**config.mk**
```make
export PLATFORM = sky130hd
export DESIGN_NAME = dhp_host_port
export DESIGN_NICKNAME = d
export VERILOG_FILES = /design/src/hdl/dhp_pkg.sv /design/src/hdl/dhp_host_port.sv /design/src/hdl/dhp_burst_timer.sv
export SDC_FILE = /design/constraint.sdc
export NUM_CORES = 1
export LEC_CHECK = 0
export BUFFER_PORTS_ARGS = -buffer_cell sky130_fd_sc_hd__buf_2
export CORE_MARGIN = 2
export CORE_UTILIZATION = 52
export CTS_CLUSTER_SIZE = 30
export DETAILED_ROUTE_END_ITERATION = 10
export PLACE_DENSITY = 0.82
export RECOVER_POWER = 100
export SLEW_MARGIN = 30
export SYNTH_ARGS = -nofsm -noshare
export SYNTH_HDL_FRONTEND = slang
export SYNTH_SLANG_ARGS = --single-unit
```
**constraint.sdc**
```tcl
create_clock -name CORE_CLK_IN -period 2.6 [get_ports CORE_CLK_IN]
set_clock_uncertainty 0.1 [all_clocks]
set_input_delay 0.39 -clock CORE_CLK_IN [delete_from_list [all_inputs] [get_ports CORE_CLK_IN]]
set_output_delay 0.39 -clock CORE_CLK_IN [all_outputs]
set_load 0.01 [all_outputs]
```
**src/hdl/dhp_pkg.sv**
```systemverilog
package dhp_pkg;
    localparam int unsigned CLK_HZ    = 10_000_000;
    localparam int unsigned BURST_MS  = 51;
    localparam int unsigned BURST_CYC = BURST_MS * (CLK_HZ / 1000);
    localparam int unsigned CNT_W     = 21;
    localparam int unsigned DW        = 4;
    localparam logic        RS_DATA   = 1'b0;
    localparam logic        RS_CTRL   = 1'b1;

    typedef struct packed {
        logic bank_sel;
        logic irq_en;
        logic cp_sel;
        logic tone_on;
    } dhp_ctrl_a_s;

    typedef struct packed {
        logic column_sel;
        logic single_tone;
        logic test_mode;
        logic burst_off;
    } dhp_ctrl_b_s;

    typedef struct packed {
        logic steer;
        logic rx_full;
        logic tx_empty;
        logic irq;
    } dhp_status_s;

    localparam dhp_ctrl_a_s CTRL_A_RST = 4'h0;
    localparam dhp_ctrl_b_s CTRL_B_RST = 4'h0;
    localparam logic [DW-1:0] DATA_RST = 4'h0;

    typedef enum logic [2:0] {
        PH_IDLE  = 3'b001,
        PH_BURST = 3'b010,
        PH_PAUSE = 3'b100
    } dhp_phase_e;
endpackage

```
**src/hdl/dhp_host_port.sv**
```systemverilog
`timescale 1ns/1ps
`default_nettype none
module dhp_host_port #(
    parameter int unsigned BURST_CYCLES = dhp_pkg::BURST_CYC
) (
    input  wire logic                   CORE_CLK_IN,
    input  wire logic                   RST_IN,
    input  wire logic                   CLK_EN_IN,
    input  wire logic                   CS_N_IN,
    input  wire logic                   REGISTER_SELECT_LINE_IN,
    input  wire logic                   WR_N_IN,
    input  wire logic                   RD_N_IN,
    input  wire logic [dhp_pkg::DW-1:0] DATA_IN,
    output logic      [dhp_pkg::DW-1:0] DATA_OUT,
    output logic                        DATA_OE_OUT,
    input  wire logic                   RX_VALID_IN,
    input  wire logic [dhp_pkg::DW-1:0] RX_CODE_IN,
    input  wire logic                   DELAYED_STEER_IN,
    input  wire logic                   CP_SQUARE_IN,
    output logic                        EVENT_OR_TONE_PIN_OUT,
    output logic                        EVENT_OR_TONE_PIN_OE_OUT,
    output logic      [dhp_pkg::DW-1:0] TONE_CODE_OUT,
    output logic                        TONE_OUTPUT_ON_OUT,
    output logic                        SINGLE_TONE_OUT,
    output logic                        COLUMN_SEL_OUT,
    output logic                        DETECT_EN_OUT
);
    import dhp_pkg::*;

    dhp_ctrl_a_s      control_reg_a;
    dhp_ctrl_b_s      control_reg_b;
    dhp_status_s      status_reg;
    dhp_status_s      status_next;
    logic [DW-1:0]    rx_data_reg;
    logic             wr_idle_reg;
    logic             rd_idle_reg;
    logic             wr_take;
    logic             rd_take;
    logic             burst_en;
    logic             rx_take;
    logic             burst_active;
    logic             burst_done;
    logic             pin_low;

    // a strobe is taken on its falling edge, so one host cycle is one access
    assign wr_take    = !CS_N_IN && !WR_N_IN && wr_idle_reg;
    assign rd_take    = !CS_N_IN && !RD_N_IN && rd_idle_reg;
    assign burst_en   = !control_reg_b.burst_off;
    assign rx_take    = RX_VALID_IN && !control_reg_a.cp_sel;

    logic dec_stat;
    logic dec_tx;
    logic dec_ctrl;
    always_comb begin
        dec_stat = 1'b0;
        dec_tx   = 1'b0;
        dec_ctrl = 1'b0;
        if (rd_take && REGISTER_SELECT_LINE_IN == RS_CTRL) begin
            dec_stat = 1'b1;
        end else if (wr_take && REGISTER_SELECT_LINE_IN == RS_DATA) begin
            dec_tx = 1'b1;
        end else if (wr_take && REGISTER_SELECT_LINE_IN == RS_CTRL) begin
            dec_ctrl = 1'b1;
        end
    end

    always_ff @(posedge CORE_CLK_IN) begin
        if (RST_IN) begin
            wr_idle_reg <= 1'b0;
            rd_idle_reg <= 1'b0;
        end else if (CLK_EN_IN) begin
            wr_idle_reg <= CS_N_IN || WR_N_IN;
            rd_idle_reg <= CS_N_IN || RD_N_IN;
        end
    end

    // shared control address: bank bit steers exactly one following write
    always_ff @(posedge CORE_CLK_IN) begin
        if (RST_IN) begin
            control_reg_a <= CTRL_A_RST;
            control_reg_b <= CTRL_B_RST;
        end else if (CLK_EN_IN && dec_ctrl) begin
            if (control_reg_a.bank_sel) begin
                control_reg_b          <= DATA_IN;
                control_reg_a.bank_sel <= 1'b0;
            end else begin
                control_reg_a <= DATA_IN;
            end
        end
    end

    always_ff @(posedge CORE_CLK_IN) begin
        if (RST_IN) begin
            TONE_CODE_OUT <= DATA_RST;
        end else if (CLK_EN_IN && dec_tx) begin
            TONE_CODE_OUT <= DATA_IN;
        end
    end

    always_ff @(posedge CORE_CLK_IN) begin
        if (RST_IN) begin
            rx_data_reg <= DATA_RST;
        end else if (CLK_EN_IN && rx_take) begin
            rx_data_reg <= RX_CODE_IN;
        end
    end

    // a flag set in the same cycle as the status read survives the clear
    always_comb begin
        status_next       = status_reg;
        status_next.steer = DELAYED_STEER_IN;
        if (dec_stat) begin
            status_next.irq      = 1'b0;
            status_next.tx_empty = 1'b0;
            status_next.rx_full  = 1'b0;
        end
        if (!burst_en) begin
            status_next.tx_empty = 1'b0;
        end
        if (burst_done && burst_en) begin
            status_next.tx_empty = 1'b1;
            status_next.irq      = 1'b1;
        end
        if (rx_take) begin
            status_next.rx_full = 1'b1;
            status_next.irq     = 1'b1;
        end
    end

    always_ff @(posedge CORE_CLK_IN) begin
        if (RST_IN) begin
            status_reg <= '0;
        end else if (CLK_EN_IN) begin
            status_reg <= status_next;
        end
    end

    always_ff @(posedge CORE_CLK_IN) begin
        if (RST_IN) begin
            DATA_OUT    <= DATA_RST;
            DATA_OE_OUT <= 1'b0;
        end else if (CLK_EN_IN) begin
            DATA_OE_OUT <= !CS_N_IN && !RD_N_IN;
            if (rd_take) begin
                DATA_OUT <= (REGISTER_SELECT_LINE_IN == RS_CTRL) ?
                            {DELAYED_STEER_IN, status_reg.rx_full,
                             status_reg.tx_empty, status_reg.irq} : rx_data_reg;
            end
        end
    end

    dhp_burst_timer #(
        .CYCLES(BURST_CYCLES)
    ) u_timer (
        .clk_in   (CORE_CLK_IN),
        .rst_in   (RST_IN),
        .ce_in    (CLK_EN_IN),
        .start_in (dec_tx && burst_en),
        .double_in(control_reg_a.cp_sel),
        .burst_out(burst_active),
        .done_out (burst_done)
    );

    // pin only ever pulls low; the external pull-up gives the high level
    always_comb begin
        pin_low = 1'b0;
        if (control_reg_a.cp_sel) begin
            pin_low = control_reg_a.irq_en && !CP_SQUARE_IN;
        end else if (control_reg_b.test_mode) begin
            pin_low = !DELAYED_STEER_IN;
        end else if (control_reg_a.irq_en) begin
            pin_low = status_next.irq;
        end
    end

    always_ff @(posedge CORE_CLK_IN) begin
        if (RST_IN) begin
            EVENT_OR_TONE_PIN_OUT    <= 1'b0;
            EVENT_OR_TONE_PIN_OE_OUT <= 1'b0;
            TONE_OUTPUT_ON_OUT       <= 1'b0;
            SINGLE_TONE_OUT          <= 1'b0;
            COLUMN_SEL_OUT           <= 1'b0;
            DETECT_EN_OUT            <= 1'b0;
        end else if (CLK_EN_IN) begin
            EVENT_OR_TONE_PIN_OUT    <= 1'b0;
            EVENT_OR_TONE_PIN_OE_OUT <= pin_low;
            TONE_OUTPUT_ON_OUT       <= control_reg_a.tone_on &&
                                        (!burst_en || burst_active);
            SINGLE_TONE_OUT          <= control_reg_b.single_tone;
            COLUMN_SEL_OUT           <= control_reg_b.column_sel;
            DETECT_EN_OUT            <= !control_reg_a.cp_sel;
        end
    end
endmodule
`default_nettype wire

```
**src/hdl/dhp_burst_timer.sv**
```systemverilog
`timescale 1ns/1ps
`default_nettype none
module dhp_burst_timer #(
    parameter int unsigned CYCLES = dhp_pkg::BURST_CYC
) (
    input  wire logic clk_in,
    input  wire logic rst_in,
    input  wire logic ce_in,
    input  wire logic start_in,
    input  wire logic double_in,
    output logic      burst_out,
    output logic      done_out
);
    import dhp_pkg::*;

    localparam logic [CNT_W-1:0] LEN1 = CNT_W'(CYCLES);
    localparam logic [CNT_W-1:0] LEN2 = CNT_W'(CYCLES * 2);

    dhp_phase_e       phase_reg;
    logic [CNT_W-1:0] cnt_reg;
    logic [CNT_W-1:0] last_cnt;
    logic             at_end;

    // length tracks the mode live, so a mode change mid-burst stretches or cuts short the current phase
    assign last_cnt = (double_in ? LEN2 : LEN1) - CNT_W'(1);
    assign at_end   = (cnt_reg >= last_cnt);

    always_ff @(posedge clk_in) begin
        if (rst_in) begin
            phase_reg <= PH_IDLE;
            cnt_reg   <= '0;
        end else if (ce_in) begin
            if (start_in) begin
                phase_reg <= PH_BURST;
                cnt_reg   <= '0;
            end else begin
                case (phase_reg)
                    PH_BURST: begin
                        cnt_reg <= at_end ? '0 : cnt_reg + CNT_W'(1);
                        if (at_end) begin
                            phase_reg <= PH_PAUSE;
                        end
                    end
                    PH_PAUSE: begin
                        cnt_reg <= at_end ? '0 : cnt_reg + CNT_W'(1);
                        if (at_end) begin
                            phase_reg <= PH_IDLE;
                        end
                    end
                    default: begin
                        phase_reg <= PH_IDLE;
                        cnt_reg   <= '0;
                    end
                endcase
            end
        end
    end

    assign burst_out = (phase_reg == PH_BURST);
    assign done_out  = ce_in && !start_in && (phase_reg == PH_PAUSE) && at_end;
endmodule
`default_nettype wire

```
==> results by stage, run 1 <==
Setup path:
- The critical setup path kind is register to register.
- The data arrival time at the worst-slack endpoint is about 2.7 ns.
- The nature of the critical path startpoint is a register.
- The endpoint of the lowest-slack register-to-register path is u_timer.cnt_reg[4]$_SDFFE_PP0P_.
- In this run the critical register-to-register path is launched from u_timer.cnt_reg[14]$_SDFFE_PP0P_.
- The worst path required time is around 2.7 ns.
- The highest fanout seen on the critical path is 12.
- For the worst flop-to-flop path, the logic depth is 8.
- The kind of end point of the critical path is a register.
- In this run the register-to-register setup slack is 0.05 ns.

Route:
- The number of vias per cell is about 5.7.
- In this run the remaining antenna-violating nets after routing total 0.
- The post-detailed-route wirelength per cell is between 10 and 15 µm.
- The length of the first detailed-routing pass in iterations is 4.
- The number of vias in the routed layout is 2403.
- The violation count after the first detailed-routing iteration is 180.
- For this run, design rule violations remaining after detail routing come to 0.
- For this block, the routed nets add up to roughly 6000 µm of wire.

Place:
- Once detailed placement completed, the half-perimeter wirelength came to between 4000 and 5000 µm.
- The port buffer count is 31.
- The number of cells in the design after placement is approximately 400.
- The routability congestion estimate from global placement is between 0.7 and 0.8.

STA:
- Setup repair after global routing could not meet its margin everywhere.
- The worst path in the final design needs a cycle of between 2 and 3 ns, including I/O delays and setup.
- The final hold violation count came to 0.
- The worst path uses a little over nine tenths of the clock period.
- The maximum operating frequency is 392 MHz.
- At the pin with the least slew margin, the transition time is around 0.6 ns.
- The max-slew violation count is 0.
- Final hold analysis gives a worst-case slack of between 0.15 and 0.2 ns.
- The worst relative slew slack is between 50% and 60%.
- Setup violations remaining at the end of the flow were counted as 0.

Floorplanning:
- From bottom edge to top edge, the die measures ~76 µm.
- The region available for standard cell placement spans roughly 5000 µm².
- The initial standard-cell utilization of the core is a little over half.
- In this run the core area contains 26 standard-cell rows.
- From left edge to right edge, the die measures about 76 µm.
- Pin placement for this block handled 33 I/O pins.
- The die covers roughly 5700 µm².

Logic synthesis:
- The mean instance size in the synthesized netlist is between 8 and 9 µm².
- The cell area after synthesis is ~2700 µm².
- By area the synthesized netlist is led by dfxtp_1, mux2i_1, nor2_1, nand3_1, nand2_1.
- The number of enable flip-flop cells after synthesis is 0.
- The synthesized netlist devotes approximately 16% of its cell area to compound gates.
- The share of synthesized cell area in and, or, nand and nor gates is around 26%.
- Summed over all instances, the cell type with the most area after synthesis is dfxtp_1.
- Counting every instance in the synthesized netlist gives 310.
- Counting every net in the synthesized netlist gives 336.
- After synthesis, flip-flops and latches occupy approximately 40% of the total area.
- The fraction of synthesized cell area in xor and xnor cells is under 10%.
- The most common flop cell mapped by yosys is dfxtp_1.
- The synthesized netlist contains 50 unique library cells.
- The fraction of registers with async set or reset after synthesis is 0%.
- The proportion of synthesized area in mux cells is under 10%.
- The top cell type's share of synthesized area is approximately two fifths.
- The largest family of logic cells by synthesized area is simple AND/OR/NAND/NOR gates.
- Yosys printed 0 warnings.
- The total of flip-flops plus latches after synthesis is 55.
- The area share of fa/ha/maj cells after synthesis is between 3 and 4%.

Global route:
- Global routing consumed, on the met1 layer, approximately 31% of the routing resources.
- The met3 layer usage reported by global route is 4.89%.
- Entering global routing, the biggest net connects 32 pins.
- The all-layer global routing usage is between 20 and 25%.
- Summed over all layers, the global routing overflow is 0.
- The via count of the first global-routing pass is 2097.
- Global routing used between 30% and 40% of the available met2 tracks.
- The first-pass GRT wire length is 9710 µm.
- In this run the most used layer during global routing was met2.
- The number of antenna violations at the first check in global routing is 0.

CTS:
- The tree is rooted in a clkbuf_8.
- Counting every sink on the clock net gives between 50 and 60.
- Clock latency on the worst-skew pair, taken at its later pin, is roughly 0.33 ns.
- The register clock-pin slew on the reported worst setup and hold paths is around 0.12 ns.
- The clock tree synthesis step divided the H-tree into 2 levels.
- TritonCTS built the clock tree.
- Counting along the longest clock path gives a buffer depth of 2.
- Clock tree synthesis inserted a total of 5 buffers.
- The number of hold buffers added after cts is 0.

Final layout:
- Cells fill between 60% and 70% of the core in the end.
- Leaving out fill and tap cells, the most frequent cell in the layout is dfxtp_1.
- For this run, the post-layout net count is roughly 380.
- The finished layout holds 422 standard cells, fillers aside.
- The antenna diode count is 0.
- In the layout the commonest cells are dfxtp_1, nor2_1, nand2_1.
- The register with the most flip-flops in the layout has 21 of them.
- The layout-stage area growth over the synthesis result is 14.7%.
- In the final layout, the share of cells above drive strength 1 is 15.1%.

Power and ir drop:
- The peak supply drop is between 0.4 and 0.5 mV.
- The ratio of total power to cell area is roughly 480 nW/µm².
- The total chip power is between 1 and 1.5 mW.
- Summed over all cells, the static leakage comes to roughly 1.2 nW.

Hold path:
- The destination of the worst hold path is rx_data_reg[3]$_SDFFE_PP0P_.
- The origin of the worst min-delay path is RX_CODE_IN[3].
- The hold path depth is 3.
- The worst hold path class is primary input to register.

Status:
- The run finished with clean final reports.

Run:
- The tool flagged a number of max-cap violations equal to 0.
## metal layers
layer	vias up	share of wire (%)	wire length (µm)
met2	55	47	2820
met3	10	4.8	286
met1	1130	47	2830
met4	0	1.4	84
met5	-	0	0
li1	1208	-	-
## critical path, stage by stage (launching register included)
cell and delay (ns):
dfxtp_1 0.43, ha_1 0.29, a21o_1 0.18, a311oi_1 0.28, buf_4 0.18, o211ai_4 0.08, a211oi_2 0.29, nand2_2 0.23
o311ai_0 0.37
## per-stage QoR
stage / cell area [µm²] / setup TNS, ns / setup slack [ns]
6_report: 3070 / 0 / 0.0478
5_1_grt: 3070 / -0.487 / -0.0702
4_1_cts: 3070 / 0 / 0.0586
3_5_place_dp: 2960 / -0.132 / -0.0926
3_3_place_gp: 2960 / 0 / 0.0863
2_1_floorplan: 2680 / 0 / 0.129
## area by class of cell
type,count,area [µm²]
fill,438,1970
multi-input combinational,234,1490
sequential,55,1100
timing repair buffer,49,264
tap,70,87.6
clock buffer,5,68.8
clock inverter,3,31.3
inverter,6,22.5
## worst max path at each step
stage,from,end,slack [ns],cells past startpoint
floorplan,control_reg_a[1]$_SDFFE_PP0P_,u_timer.phase_reg[2]$_SDFFE_PP0P_,0.13,8
global placement,control_reg_a[1]$_SDFFE_PP0P_,u_timer.phase_reg[2]$_SDFFE_PP0P_,0.09,8
detailed placement,control_reg_a[1]$_SDFFE_PP0P_,u_timer.cnt_reg[14]$_SDFFE_PP0P_,-0.09,9
CTS,control_reg_a[1]$_SDFFE_PP0P_,u_timer.phase_reg[2]$_SDFFE_PP0P_,0.06,8
global route,u_timer.cnt_reg[14]$_SDFFE_PP0P_,u_timer.cnt_reg[8]$_SDFFE_PP0P_,-0.07,8
finish,u_timer.cnt_reg[14]$_SDFFE_PP0P_,u_timer.cnt_reg[4]$_SDFFE_PP0P_,0.05,8
## repair_timing
item	in CTS	in global routing
pin swaps	0	4
hold endpoints to repair	0	0
gates resized for setup	3	5
buffers inserted	0	2
endpoints found under the setup margin	8	3
## cell usage after synthesis, types with 3 or more instances
cell type and count:
a211oi_1 8, a21oi_1 13, a31oi_1 4, and3_1 7, buf_4 3, clkbuf_1 8, dfxtp_1 55, ha_1 8
inv_1 6, mux2i_1 22, nand2_1 33, nand2b_1 3, nand3_1 25, nand3b_1 3, nand4_1 8, nor2_1 44
nor3_1 3, o21ai_0 7, o311ai_0 8, xor2_1 4
## logic make-up (layout without fill, tap and decap cells)
kind of cell / after synthesis / in the layout
xor+xnor: 5 / 5
simple gates: 141 / 141
compound gates: 57 / 57
fa+ha+maj: 8 / 8
flops: 55 / 55
buf+inv: 21 / 63
mux: 22 / 22
other cells: 1 / 1
## power breakdown
group	total [mW]	switching [mW]	internal (mW)
logic	0.0936	0.0578	0.0358
registers	0.863	0.00852	0.854
clock network	0.527	0.322	0.206
total	1.48	0.388	1.10
(Power assumes the default switching activity.)
==> run 2, diff against run 1 <==
--- a/config.mk
+++ b/config.mk
@@ -5,13 +5,12 @@
 export SDC_FILE = /design/constraint.sdc
 export NUM_CORES = 1
 export LEC_CHECK = 0
+export ABC_AREA = 1
 export BUFFER_PORTS_ARGS = -buffer_cell sky130_fd_sc_hd__buf_2
 export CORE_MARGIN = 2
 export CORE_UTILIZATION = 52
-export CTS_CLUSTER_SIZE = 30
 export DETAILED_ROUTE_END_ITERATION = 10
 export PLACE_DENSITY = 0.82
-export RECOVER_POWER = 100
 export SLEW_MARGIN = 30
 export SYNTH_ARGS = -nofsm -noshare
 export SYNTH_HDL_FRONTEND = slang
==> results by stage, run 2 <==
Final layout:
- The library cell used most frequently in the layout, excluding fill and tap cells, is nand2_1.
- The layout-stage area growth over the synthesis result is 10.6%.
- Measured on the finished design, the core utilization comes to approximately three fifths.
- Of the cells placed in the final design, the portion with a size suffix greater than 1 is approximately 17%.
- The final layout contains between 400 and 500 nets.
- The flip-flop count of the largest register, all copies and words added is 21.
- The repair_antennas step left the layout with diodes totalling 0.
- The library cells used most frequently in the layout, excluding fill and tap cells, are nand2_1, nor2_1, dfxtp_1.

STA:
- The max-slew violation count is 0.
- Setup repair after global routing left no endpoint under its margin.
- Setup violations remaining at the end of the flow were counted as 0.
- After routing, the total negative slack on setup checks comes to 0 ns.
- The final hold violation count is 0.
- Final hold analysis gives a worst-case slack of approximately 0.24 ns.
- The setup slack of the critical path after layout is 0.290 ns.
- Static timing analysis puts the maximum clock frequency at 433 MHz.
- After layout, the worst path uses approximately nine tenths of the clock period.
- The post-layout minimum cycle time is between 2 and 2.5 ns.
- The worst relative slew slack is 65.0%.
- For the pin with the worst max-slew slack, the measured transition is 0.525 ns.

CTS:
- At the later pin of the worst-skew pair, clock insertion delay measures roughly 0.31 ns.
- The number of gates resized after CTS is 0.
- The number of clock buffers inserted by TritonCTS is 5.
- The number of hold buffers added after cts is 0.
- The root buffer selected by CTS is clkbuf_8.
- The total number of H-tree levels is 2.
- Clock-pin slew was measured on the worst setup and hold paths at approximately 0.10 ns.
- The worst-case clock buffer depth is 2.
- The total number of clock tree sinks is between 50 and 60.
- The post-CTS repair timing setup buffer count is 0.
- TritonCTS built the clock tree.

Logic synthesis:
- The most common flop cell mapped by yosys is dfxtp_1.
- For this run, the register share of the synthesized area comes to 40.1%.
- The total of flip-flops plus latches after synthesis is between 50 and 60.
- The number of enable flip-flop cells after synthesis is 0.
- The number of nets handed over by synthesis was between 400 and 500.
- The mean instance size in the synthesized netlist is 7.08 µm².
- Synthesis produced a little under 400 cells.
- The largest area contributor in the synthesized netlist is dfxtp_1.
- The top cell type's share of synthesized area is between 40% and 50%.
- During synthesis, Yosys emitted a total of 0 warnings.
- nand2_1 is the most common cell in the netlist.
- The fraction of registers with async set or reset after synthesis is 0%.
- Summing every instance area after synthesis gives 2750 µm².
- Yosys attributes the largest share of cell area to dfxtp_1, nand2_1, nor2_1, a21oi_1, inv_1.
- Counting instances in the post-synthesis netlist gives the leading cell types as nand2_1, nor2_1, dfxtp_1.
- The number of different library cells used by synthesis comes to 39.

Route:
- Dividing the detail-routed wire length by the instance count gives around 12 µm.
- The number of vias in the routed layout is approximately 2600.
- The routed design has approximately 5900 µm of wire.
- The residual antenna-violating net count after detailed routing is 0.
- The length of the first detailed-routing pass in iterations is 4.
- The number of vias per cell is around 5.3.
- The violation count after the first detailed-routing iteration is between 150 and 200.
- The total DRC errors in the routed layout is 0.

Status:
- The flow ran to the end, and the final reports show no timing, DRC or antenna violations.

Power and ir drop:
- The total leakage power is 1.24 nW.
- VDD sags by at most between 0.3 and 0.4 mV.
- Power spread over the standard cell area amounts to 481 nW/µm².

Setup path:
- The critical setup path kind is register to register.
- The most critical setup path has its startpoint at control_reg_a[1]$_SDFFE_PP0P_.
- STA classifies the critical path startpoint as a register.
- The most critical setup path has its endpoint at u_timer.cnt_reg[8]$_SDFFE_PP0P_.
- The reg2reg setup slack is between 0.2 and 0.3 ns.
- Data on the critical path is required at its endpoint by around 2.7 ns.
- In this run the critical register-to-register path is captured at u_timer.cnt_reg[8]$_SDFFE_PP0P_.
- The data arrival time at the worst-slack endpoint is 2.45 ns.
- STA classifies the critical path endpoint as a register.
- The highest fanout seen on the critical path is 7.
- The worst register-to-register path has a depth of 11.
- The worst reg2reg path startpoint is control_reg_a[1]$_SDFFE_PP0P_.

Floorplanning:
- The height of the die is 76.7 µm.
- The core box area is 5110 µm².
- The initial utilization of the core area, before any placement, comes to 53.8%.
- The die area is 5880 µm².
- The horizontal die dimension is 76.7 µm.
- For this design the top-level I/O count stands at 33.
- The initialized floorplan defines 26 standard-cell rows.

Global route:
- In the global route stage, overall resource usage came out at approximately a fifth.
- The via count of the first global-routing pass is between 2000 and 2500.
- The first-pass GRT wire length is about 10000 µm.
- Entering global routing, the biggest net connects 27 pins.
- Global routing finished with a remaining overflow of 0.
- The number of antenna violations at the first check in global routing is 0.

Place:
- OpenSTA, run right after detailed placement, puts the worst setup slack at 0.358 ns.
- The post-detailed-placement half-perimeter wirelength is between 4000 and 5000 µm.
- The congestion estimate from routability-driven global placement came to 0.857.
- The port buffer count is 31.

Hold path:
- The worst hold path class is primary input to register.

Run:
- Across the run, the number of max-cap violations was 0.
[run 2: how the worst min path moves through the flow]
stage | startpoint | to | cells past startpoint
6_report | RX_CODE_IN[2] | rx_data_reg[2]$_SDFFE_PP0P_ | 3
5_1_grt | DATA_IN[3] | control_reg_b[3]$_SDFFE_PP0P_ | 3
4_1_cts | RX_CODE_IN[2] | rx_data_reg[2]$_SDFFE_PP0P_ | 3
3_5_place_dp | control_reg_b[2]$_SDFFE_PP0P_ | SINGLE_TONE_OUT$_SDFFE_PP0P_ | 2
3_3_place_gp | control_reg_b[2]$_SDFFE_PP0P_ | control_reg_b[2]$_SDFFE_PP0P_ | 2
2_1_floorplan | control_reg_b[2]$_SDFFE_PP0P_ | SINGLE_TONE_OUT$_SDFFE_PP0P_ | 2
[run 2: layer usage]
metal	track usage (%)	vias to the layer above	routed length, µm
met5	0	-	0
met4	7.09	0	93
met3	3.76	12	276
met2	36.1	71	2920
met1	26.5	1199	2660
li1	-	1302	-
[run 2: critical path, stage by stage, from the launching register on]
cell and delay (ns):
dfxtp_1 0.45, inv_1 0.17, ha_1 0.34, nand2_1 0.13
nor2_1 0.06, nand3_1 0.08, nor2_1 0.05, nor2_1 0.17
nand3b_2 0.18, nor2_4 0.23, nand3_1 0.13, a21oi_1 0.15
[run 2: metrics by stage]
stage               instance area (µm²)  power, mW  cells
finish                             3040       1.46    488
detailed placement                 2950      0.998    480
global route                       3040       1.53    488
CTS                                3040       1.48    488
global placement                   2950      0.995    480
floorplan                          2750      0.961    388
[run 2: layout make-up]
cell class | instances | area (µm²)
Fill cell | 492 | 2070
Clock buffer | 5 | 68.8
Clock inverter | 3 | 22.5
Multi-Input combinational cell | 282 | 1440
Inverter | 40 | 150
Timing Repair Buffer | 33 | 170
Tap cell | 70 | 87.6
Sequential cell | 55 | 1100
[run 2: where the power goes]
part | internal [mW] | switching [mW] | leakage (nW)
Sequential | 0.860 | 0.0105 | 0.446
Combinational | 0.0364 | 0.0733 | 0.741
Clock | 0.195 | 0.287 | 0.0489
[run 2: kinds of logic (layout without fill, tap and decap cells)]
| kind of cell | count (synthesis) | count (layout) | synth area share (%) |
|---|---|---|---|
| buf+inv | 51 | 81 | 7.56 |
| other cells | 1 | 1 | 0.137 |
| fa+ha+maj | 8 | 8 | 3.64 |
| xor+xnor | 11 | 11 | 3.51 |
| simple gates | 194 | 194 | 31.9 |
| compound gates | 68 | 68 | 13.1 |
| flops | 55 | 55 | 40.1 |
